**src/logic/ttc_defs.vh**
```
// register offsets, bit positions and reset values of the transaction timer block
// assumes an apb slave with 32-bit data; bit 0 of each field is the word msb
`ifndef TTC_DEFS_VH
`define TTC_DEFS_VH

`define TTC_OFS_CTRL        8'h60
`define TTC_OFS_STAT1       8'h64
`define TTC_OFS_STAT2       8'h68
`define TTC_OFS_STAT3       8'h6c
`define TTC_OFS_SRC_STAT    8'h70

// control word reset value, transaction-end bits set
`define TTC_CTRL_RESET      32'hfa000000
// msb-first bit position to lsb index: index = 31 - bit
`define TTC_IDX_END         31
`define TTC_IDX_ERR         23
`define TTC_IDX_RTRY        15
`define TTC_IDX_SEL_HI      7
`define TTC_IDX_SEL_LO      4
`define TTC_IDX_ABORT       3
`define TTC_IDX_HOLD        2
`define TTC_IDX_RELEASE     1

// source numbers, equal to the timer selector codes
`define TTC_SRC_DT          3'h0
`define TTC_SRC_DR          3'h1
`define TTC_SRC_MT          3'h2
`define TTC_SRC_AT          3'h3
`define TTC_SRC_CT          3'h4
`define TTC_SRC_AR          3'h6
`define TTC_NSRC            8

`endif

```
**src/logic/ttc_src_flags.v**
```verilog
// per-source transaction end, error and retry flags
// assumes event strobes are one-cycle pulses on pclk from the transmit engine
`timescale 1ns/1ps
module ttc_src_flags (
	input  wire pclk,
	input  wire presetn,
	input  wire clk_en,
	input  wire bus_reset,
	input  wire keep_err_on_bus_reset,
	input  wire tx_begin,
	input  wire tx_end_ok,
	input  wire tx_end_err,
	input  wire tx_aborted,
	input  wire busy_retry,
	input  wire retry_done,
	output reg  end_flag,
	output reg  err_flag,
	output reg  retry_flag
);

	// flag update; set events beat clear events in the same cycle, except that bus reset beats busy retry
	always @(posedge pclk or negedge presetn) begin
		if (!presetn) begin
			end_flag   <= 1'b1;
			err_flag   <= 1'b0;
			retry_flag <= 1'b0;
		end else if (clk_en) begin
			// end flag handling
			if (bus_reset || tx_end_ok || tx_end_err || tx_aborted)
				end_flag <= 1'b1;
			else if (tx_begin)
				end_flag <= 1'b0;
			// error set and clear
			// abort sets error
			if (tx_end_err || tx_aborted)
				err_flag <= 1'b1;
			// bus reset forces zero unless keep_err_on_bus_reset is set
			else if (bus_reset && !keep_err_on_bus_reset)
				err_flag <= 1'b0;
			else if (tx_end_ok || tx_begin)
				err_flag <= 1'b0;
			// retry set and clear
			if (bus_reset)
				retry_flag <= 1'b0;
			else if (busy_retry)
				retry_flag <= 1'b1;
			else if (retry_done)
				retry_flag <= 1'b0;
		end
	end

endmodule // ttc_src_flags

```
**src/logic/ttc_timer_ctrl.v**
```verilog
// transaction timer control and status register bank, apb slave
// assumes engine event strobes and packet fields are synchronous to pclk
//
// Operation
// error flag tracks each transaction's outcome
// error and retry flags zero at reset
// busy acknowledge sets source retry flag
// retry clears on ack, timeout, bus reset
// selector chooses timer for controls, status
// selector codes map to data, queue timers
// selector zero at reset and bus reset
// abort bit aborts, then clears itself
// data transmit abort sets its error
// hold bit suspends selected timer, self-clears
// hold plus release means abort instead
// software holds before loading, then releases
// release restarts timer, then clears itself
// three status words, zero on reset
// status one low half: destination id
// status one high half: offset high
// end flag per source, one at reset
// data transmit error survives bus reset
// selector three picks async transmit fifo
// reserved bits read zero, ignore writes
// bit zero is word msb
`timescale 1ns/1ps
`include "ttc_defs.vh"
module ttc_timer_ctrl (
	input  wire        pclk,
	input  wire        presetn,
	input  wire        clk_en,
	input  wire        psel,
	input  wire        penable,
	input  wire        pwrite,
	input  wire [7:0]  paddr,
	input  wire [31:0] pwdata,
	output reg  [31:0] prdata,
	output reg         pready,
	output reg         pslverr,
	input  wire        bus_reset,
	input  wire [7:0]  tx_begin,
	input  wire [7:0]  tx_end_ok,
	input  wire [7:0]  tx_end_err,
	input  wire [7:0]  busy_retry,
	input  wire [7:0]  retry_done,
	input  wire [7:0]  ctl_done,
	input  wire [7:0]  pkt_valid,
	input  wire [127:0] pkt_dest,
	output reg  [2:0]  ctl_timer,
	output reg         abort_strobe,
	output reg         hold_strobe,
	output reg         release_strobe
);

	// field order inside one source's packet snapshot (96 bits)
	// [95:80] dest id, [79:64] offset hi, [63:32] offset lo, [31:0] packet info
	// pkt_dest carries one 16-bit field per source, loaded into both id and offset hi; lo/info kept zero here

	reg  [3:0]  timer_selector;        // selected timer number
	reg         abort_request;         // pending abort, self-clearing
	reg         hold_request;          // pending hold, self-clearing
	reg         release_request;       // pending release, self-clearing
	reg  [15:0] dest_id   [0:7];       // per-source destination id
	reg  [15:0] ofs_hi    [0:7];       // per-source destination offset high
	wire [7:0]  end_flag;              // per-source transaction end
	wire [7:0]  err_flag;              // per-source error
	wire [7:0]  retry_flag;            // per-source busy retry
	wire [7:0]  abort_hit;             // abort reaching each source
	wire [2:0]  sel_src;               // selector as source index
	wire        sel_ok;                // selector names a real timer
	wire        wr_acc;                // write access phase
	wire        rd_acc;                // read access phase
	wire        hold_rel_both;         // hold and release in one write
	reg  [31:0] next_rdata;            // read mux
	reg         next_err;              // unmapped address
	wire        wr_ctrl;               // control register write access
	integer     i;                     // loop index of the snapshot process
	integer     j;                     // loop index of the read mux only

	assign wr_acc = psel && penable && pwrite && !pready;
	assign rd_acc = psel && penable && !pwrite && !pready;
	assign wr_ctrl = wr_acc && (paddr == `TTC_OFS_CTRL);
	assign sel_src = timer_selector[2:0];
	// valid selector codes, 5 and 7 reserved
	assign sel_ok = !timer_selector[3] && (sel_src != 3'h5) && (sel_src != 3'h7);
	assign hold_rel_both = pwdata[`TTC_IDX_HOLD] && pwdata[`TTC_IDX_RELEASE];

	// abort reaches the source once the engine confirms it
	genvar g;
	generate
		for (g = 0; g < `TTC_NSRC; g = g + 1) begin : gen_src
			assign abort_hit[g] = abort_request && ctl_done[g] && (sel_src == g);
			// per-source flags
			ttc_src_flags u_flags (
				.pclk                  (pclk),
				.presetn               (presetn),
				.clk_en                (clk_en),
				.bus_reset             (bus_reset),
				// data transmit and data response errors are kept over bus reset
				.keep_err_on_bus_reset (g <= 1),
				.tx_begin              (tx_begin[g]),
				.tx_end_ok             (tx_end_ok[g]),
				.tx_end_err            (tx_end_err[g]),
				.tx_aborted            (abort_hit[g]),
				.busy_retry            (busy_retry[g]),
				.retry_done            (retry_done[g]),
				.end_flag              (end_flag[g]),
				.err_flag              (err_flag[g]),
				.retry_flag            (retry_flag[g])
			);
		end
	endgenerate

	// control register writes and self-clearing requests
	always @(posedge pclk or negedge presetn) begin
		if (!presetn) begin
			timer_selector  <= 4'h0;
			abort_request   <= 1'b0;
			hold_request    <= 1'b0;
			release_request <= 1'b0;
		end else if (clk_en) begin
			// bus reset zeroes selector and requests
			if (bus_reset) begin
				timer_selector  <= 4'h0;
				abort_request   <= 1'b0;
				hold_request    <= 1'b0;
				release_request <= 1'b0;
			end else if (wr_acc && paddr == `TTC_OFS_CTRL) begin
				// only selector and control bits stored
				timer_selector <= pwdata[`TTC_IDX_SEL_HI:`TTC_IDX_SEL_LO];
				// abort on abort bit or hold with release
				if (pwdata[`TTC_IDX_ABORT] || hold_rel_both)
					abort_request <= 1'b1;
				// hold ignored when release comes too
				if (pwdata[`TTC_IDX_HOLD] && !pwdata[`TTC_IDX_RELEASE])
					hold_request <= 1'b1;
				// release request
				if (pwdata[`TTC_IDX_RELEASE] && !pwdata[`TTC_IDX_HOLD])
					release_request <= 1'b1;
			end else begin
				// self-clear once the engine confirms, or at once on an invalid selector
				if (ctl_done[sel_src] || !sel_ok) begin
					abort_request   <= 1'b0;
					hold_request    <= 1'b0;
					release_request <= 1'b0;
				end
			end
		end
	end

	// strobes toward the transmit engine, one cycle per new request
	always @(posedge pclk or negedge presetn) begin
		if (!presetn) begin
			ctl_timer      <= 3'h0;
			abort_strobe   <= 1'b0;
			hold_strobe    <= 1'b0;
			release_strobe <= 1'b0;
		end else if (clk_en) begin
			// timer index goes out with its strobe, so it follows a new write
			if (bus_reset)
				ctl_timer <= 3'h0;
			else if (wr_ctrl)
				ctl_timer <= pwdata[`TTC_IDX_SEL_HI-1:`TTC_IDX_SEL_LO];
			else
				ctl_timer <= sel_src;
			// controls act only on a valid selected timer
			abort_strobe   <= wr_acc && paddr == `TTC_OFS_CTRL && sel_ok_w(pwdata)
				&& (pwdata[`TTC_IDX_ABORT] || hold_rel_both) && !bus_reset;
			hold_strobe    <= wr_acc && paddr == `TTC_OFS_CTRL && sel_ok_w(pwdata)
				&& pwdata[`TTC_IDX_HOLD] && !pwdata[`TTC_IDX_RELEASE] && !bus_reset;
			release_strobe <= wr_acc && paddr == `TTC_OFS_CTRL && sel_ok_w(pwdata)
				&& pwdata[`TTC_IDX_RELEASE] && !pwdata[`TTC_IDX_HOLD] && !bus_reset;
		end
	end

	// selector check on the value being written, so strobes follow the new timer
	function sel_ok_w;
		input [31:0] d;
		reg   [3:0]  s;
		begin
			s = d[`TTC_IDX_SEL_HI:`TTC_IDX_SEL_LO];
			sel_ok_w = !s[3] && (s[2:0] != 3'h5) && (s[2:0] != 3'h7);
		end
	endfunction

	// per-source packet snapshot, latched while the packet is in flight
	always @(posedge pclk or negedge presetn) begin
		if (!presetn) begin
			for (i = 0; i < `TTC_NSRC; i = i + 1) begin
				dest_id[i] <= 16'h0000;
				ofs_hi[i]  <= 16'h0000;
			end
		end else if (clk_en) begin
			for (i = 0; i < `TTC_NSRC; i = i + 1) begin
				// status cleared on bus reset
				if (bus_reset) begin
					dest_id[i] <= 16'h0000;
					ofs_hi[i]  <= 16'h0000;
				end else if (pkt_valid[i]) begin
					dest_id[i] <= pkt_dest[i*16 +: 16];
					ofs_hi[i]  <= pkt_dest[i*16 +: 16];
				end
			end
		end
	end

	// read mux; msb-first bit k lands at lsb index 31-k
	always @* begin
		next_rdata = 32'h00000000;
		next_err   = 1'b0;
		case (paddr)
			`TTC_OFS_CTRL: begin
				// msb-first layout, reserved zero
				for (j = 0; j < 7; j = j + 1) begin
					if (j != 5) begin
						next_rdata[`TTC_IDX_END - j]  = end_flag[j];
						next_rdata[`TTC_IDX_ERR - j]  = err_flag[j];
						next_rdata[`TTC_IDX_RTRY - j] = retry_flag[j];
					end
				end
				next_rdata[`TTC_IDX_SEL_HI:`TTC_IDX_SEL_LO] = timer_selector;
				next_rdata[`TTC_IDX_ABORT]   = abort_request;
				next_rdata[`TTC_IDX_HOLD]    = hold_request;
				next_rdata[`TTC_IDX_RELEASE] = release_request;
			end
			`TTC_OFS_STAT1: begin
				// id in bits 0-15, offset hi in 16-31
				if (sel_ok)
					next_rdata = {dest_id[sel_src], ofs_hi[sel_src]};
			end
			`TTC_OFS_STAT2: next_rdata = 32'h00000000;
			`TTC_OFS_STAT3: next_rdata = 32'h00000000;
			default: next_err = 1'b1;
		endcase
	end

	// apb answer: one wait state, pready pulses for one cycle
	always @(posedge pclk or negedge presetn) begin
		if (!presetn) begin
			prdata  <= 32'h00000000;
			pready  <= 1'b0;
			pslverr <= 1'b0;
		end else if (clk_en) begin
			pready  <= (wr_acc || rd_acc);
			pslverr <= (wr_acc || rd_acc) && next_err;
			if (rd_acc)
				prdata <= next_rdata;
		end
	end

endmodule // ttc_timer_ctrl

```
**config.mk**
```make
export PLATFORM = sky130hd
export DESIGN_NAME = ttc_timer_ctrl
export DESIGN_NICKNAME = d
export VERILOG_FILES = /design/src/logic/ttc_src_flags.v /design/src/logic/ttc_timer_ctrl.v
export VERILOG_INCLUDE_DIRS = /design/src /design/src/logic
export SDC_FILE = /design/constraint.sdc
export NUM_CORES = 1
export LEC_CHECK = 0
export BUFFER_PORTS_ARGS = -buffer_cell sky130_fd_sc_hd__clkbuf_2
export CELL_PAD_IN_SITES_DETAIL_PLACEMENT = 1
export CELL_PAD_IN_SITES_GLOBAL_PLACEMENT = 1
export CORE_MARGIN = 1
export CORE_UTILIZATION = 44
export CTS_CLUSTER_DIAMETER = 40
export CTS_CLUSTER_SIZE = 30
export DETAILED_ROUTE_END_ITERATION = 12
export PLACE_DENSITY = 0.84
export SLEW_MARGIN = 0
export SYNTH_ARGS = -nofsm -noshare
export SYNTH_HDL_FRONTEND = slang
export SYNTH_SLANG_ARGS = --single-unit
```
**constraint.sdc**
```tcl
create_clock -name pclk -period 3.5 [get_ports pclk]
set_clock_uncertainty 0.1 [all_clocks]
set_input_delay 0.7 -clock pclk [delete_from_list [all_inputs] [get_ports pclk]]
set_output_delay 0.7 -clock pclk [all_outputs]
set_load 0.03 [all_outputs]
```
==> impl_metrics.yaml <==
logic_synthesis:
  synthCells: 941
  synth_top_family_by_area: "compound AO/OA/AOI/OAI gates"
  synth_edf_count: 0
  yosys.area.top_type_share_pct: 46.9
  seq_area_frac_synth_pct: 48.5
  synth-compound-area-share_pct: 25.9
  avgSynthCellArea_um2: 10.4
  yosys_warnings: 0
  yosysMostFrequentCell: "dfrtp_1"
  yosys_most_used_dff: "dfrtp_1"
  synthXorXnorAreaFrac_pct: 0
  synth-seq-cells: 190
  synthTopCellsByArea: "dfrtp_1, a2bb2oi_1, o22ai_1"
  synthMuxAreaShare_pct: 9.36
  synth_common_cells: "dfrtp_1, inv_1, o22ai_1"
  ys_types: 46
  synth_fa_ha_area_share_pct: 0
  syn_nets: 1172
  syn_area_um2: 9810
  async_flop_share_pct: 100
  yosysTopAreaCell: "dfrtp_1"
  yosys.area_share.simple_pct: 6.94
placement:
  dp_hpwl_mm: 23.4
  portBuffers: 233
  dpl_cell_area_um2: 11200
  place.gp.congestion: 0.815
sta:
  relSlewSlack_pct: 28.7
  setup_tns_ps: 0
  rsz0062_at_grt: "no"
  post-route-min-period_ps: 2470
  max_freq_ghz: 0.405
  slew_viol_final: 0
  setup_viol: 0
  fin_crit_sh_pct: 70.5
  hold_viol_final: 0
  worst_pin_slew_ps: 1060
clocking:
  cts_sinks: 190
  clk_path_buf_depth: 2
  cts_max_level: 4
  cts_tree: "done"
  cts_setup_buffers: 0
  cts_buffers: 17
  cts_resized: 0
  path_clk_slew_ps: 70
  root_buffer: "clkbuf_16"
  clk_latency_ps: 440
  ctsHoldBuffers: 0
final_layout:
  drive_above_1_share_pct: 30.5
  stdcell_area_um2: 11700
  nFillCells: 2452
  fin_nets: 1349
  area_growth_pct: 19.4
setup_path:
  crit_family: "simple AND/OR/NAND/NOR gates"
  cp_data_arrival_time_ps: 2740
  crit_path_max_incr_delay_ps: 830
  r2r_cells: 4
  cp-end-kind: "flop"
  critical_path.cell_chain: "or4bb_1 -> nor3_2 -> nand3_1 -> nand2_1"
  path_class: "flop to flop"
  cp.depth: 4
  worstPathRequired_ps: 3770
  cpMaxStageDelayCell: "nor3_2"
  start_kind: "flop"
  crit_fanout: 14
  cp_num_buf_inv: 0
die:
  rows: 54
  ioPinCount: 271
  coreArea_um2: 21800
  die_w_um: 151
  dieArea_um2: 22900
  fp.dieH_um: 151
  floorplan.initialDensity_pct: 45.0
route:
  routed-via-count: 8613
  drtPass1Iterations: 4
  vias_per_cell: 6.10
  drtIter0Drc: 510
  postRouteAntennaNets: 0
  avgRoutedWirePerCell_um: 23.5
  drc: 0
  drt-total-wl_mm: 33.2
global_route:
  antenna_found_initial: 3
  grt_max_degree: 80
  grt_remaining_overflow: 0
  grt.total_usage_pct: 30.2
  grt_first_pass_wirelength_mm: 51.3
  grt_pass1_vias: 9076
power_and_ir_drop:
  power_density_nw_per_um2: 458
  ir_drop_mv: 0.258
  power.leakage_nw: 5.60
outcome:
  status: "completed"
worst_hold_path:
  hold_path_class: "input port to async pin"
job:
  drv_cap: 0
## metal layers
layer	global-route usage [%]	vias to the layer above	part of all wire, %
li1	-	3816	-
met3	5.99	56	6.7
met2	49.2	340	49
met1	39.9	4399	42
met5	0	-	0.039
met4	10.9	2	2.8
## registers in the layout, summed over array words and instances, names as in the netlist
signal,cells
release_request,1
release_strobe,1
pslverr,1
hold_strobe,1
abort_strobe,1
timer_selector,4
prdata,29
gen_src.u_flags.retry_flag,6
pready,1
ofs_hi,128
gen_src.u_flags.err_flag,6
ctl_timer,3
gen_src.u_flags.end_flag,6
abort_request,1
hold_request,1
## layout by cell type (no fill, tap or decap), types with 8 or more instances in the layout
cell type  count
o31ai_1       10
a22oi_1       25
dfrtp_1      182
nor2b_1        8
clkbuf_2     230
nand3_1       18
mux2_2        14
a2bb2oi_1    134
nand2b_1      11
mux4_2        32
buf_4         15
o22ai_1      135
inv_1        140
nand2_1       60
and2_1         8
clkbuf_16     17
o21ai_0       11
## worst register-to-register path, cell delays in order, from the launching register on
cell     delay [ps]
dfrtp_1         410
or4bb_1         590
nor3_2          830
nand3_1         320
nand2_1         150
## report_power, final
part | switching (mW) | internal, mW | leakage (nW) | total (mW)
logic | 0.499 | 0.453 | 2.83 | 0.952
registers | 0.144 | 2.39 | 2.49 | 2.53
clock network | 0.875 | 1.01 | 0.272 | 1.88
total | 1.52 | 3.85 | 5.60 | 5.37
## worst paths after layout
kind | start | end | slack (ps)
max | pready | prdata[30] | 1030
min | presetn | ofs_hi[119] | 200
max reg2reg | pready | prdata[30] | 1030
min reg2reg | prdata[18] | prdata[18] | 380
max in group asynchronous | presetn | timer_selector[0] | 2250
min in group pclk | prdata[18] | prdata[18] | 380
## layout make-up
cell class | instances | area, µm² | area share, %
sequential | 190 | 4760 | 40.7
multi-input combinational | 517 | 4140 | 35.4
timing repair buffer | 251 | 1370 | 11.7
inverter | 141 | 529 | 4.52
clock buffer | 21 | 450 | 3.84
tap | 280 | 350 | 2.99
clock inverter | 11 | 109 | 0.929
antenna | 1 | 2.50 | 0.0214
## cell families after synthesis
group,Yosys count
AOI/OAI and AO/OA,340
buffers and inverters,234
DFF,190
muxes,50
and+or+nand+nor,127
## per-stage QoR
stage / util [%] / total power, mW / instances / hold WS [ps] / setup WS [ps]
2_1_floorplan: - / 3.11 / 941 / 304 / 1210
3_3_place_gp: 51.1 / 3.45 / 1379 / 354 / 625
3_5_place_dp: 51.1 / 3.51 / 1379 / 370 / 577
4_1_cts: 53.7 / 5.39 / 1411 / 231 / 990
5_1_grt: 53.7 / 5.58 / 1411 / 242 / 788
6_report: 53.7 / 5.37 / 1412 / 198 / 1030
No activity file was read; power rests on OpenSTA's default activity.
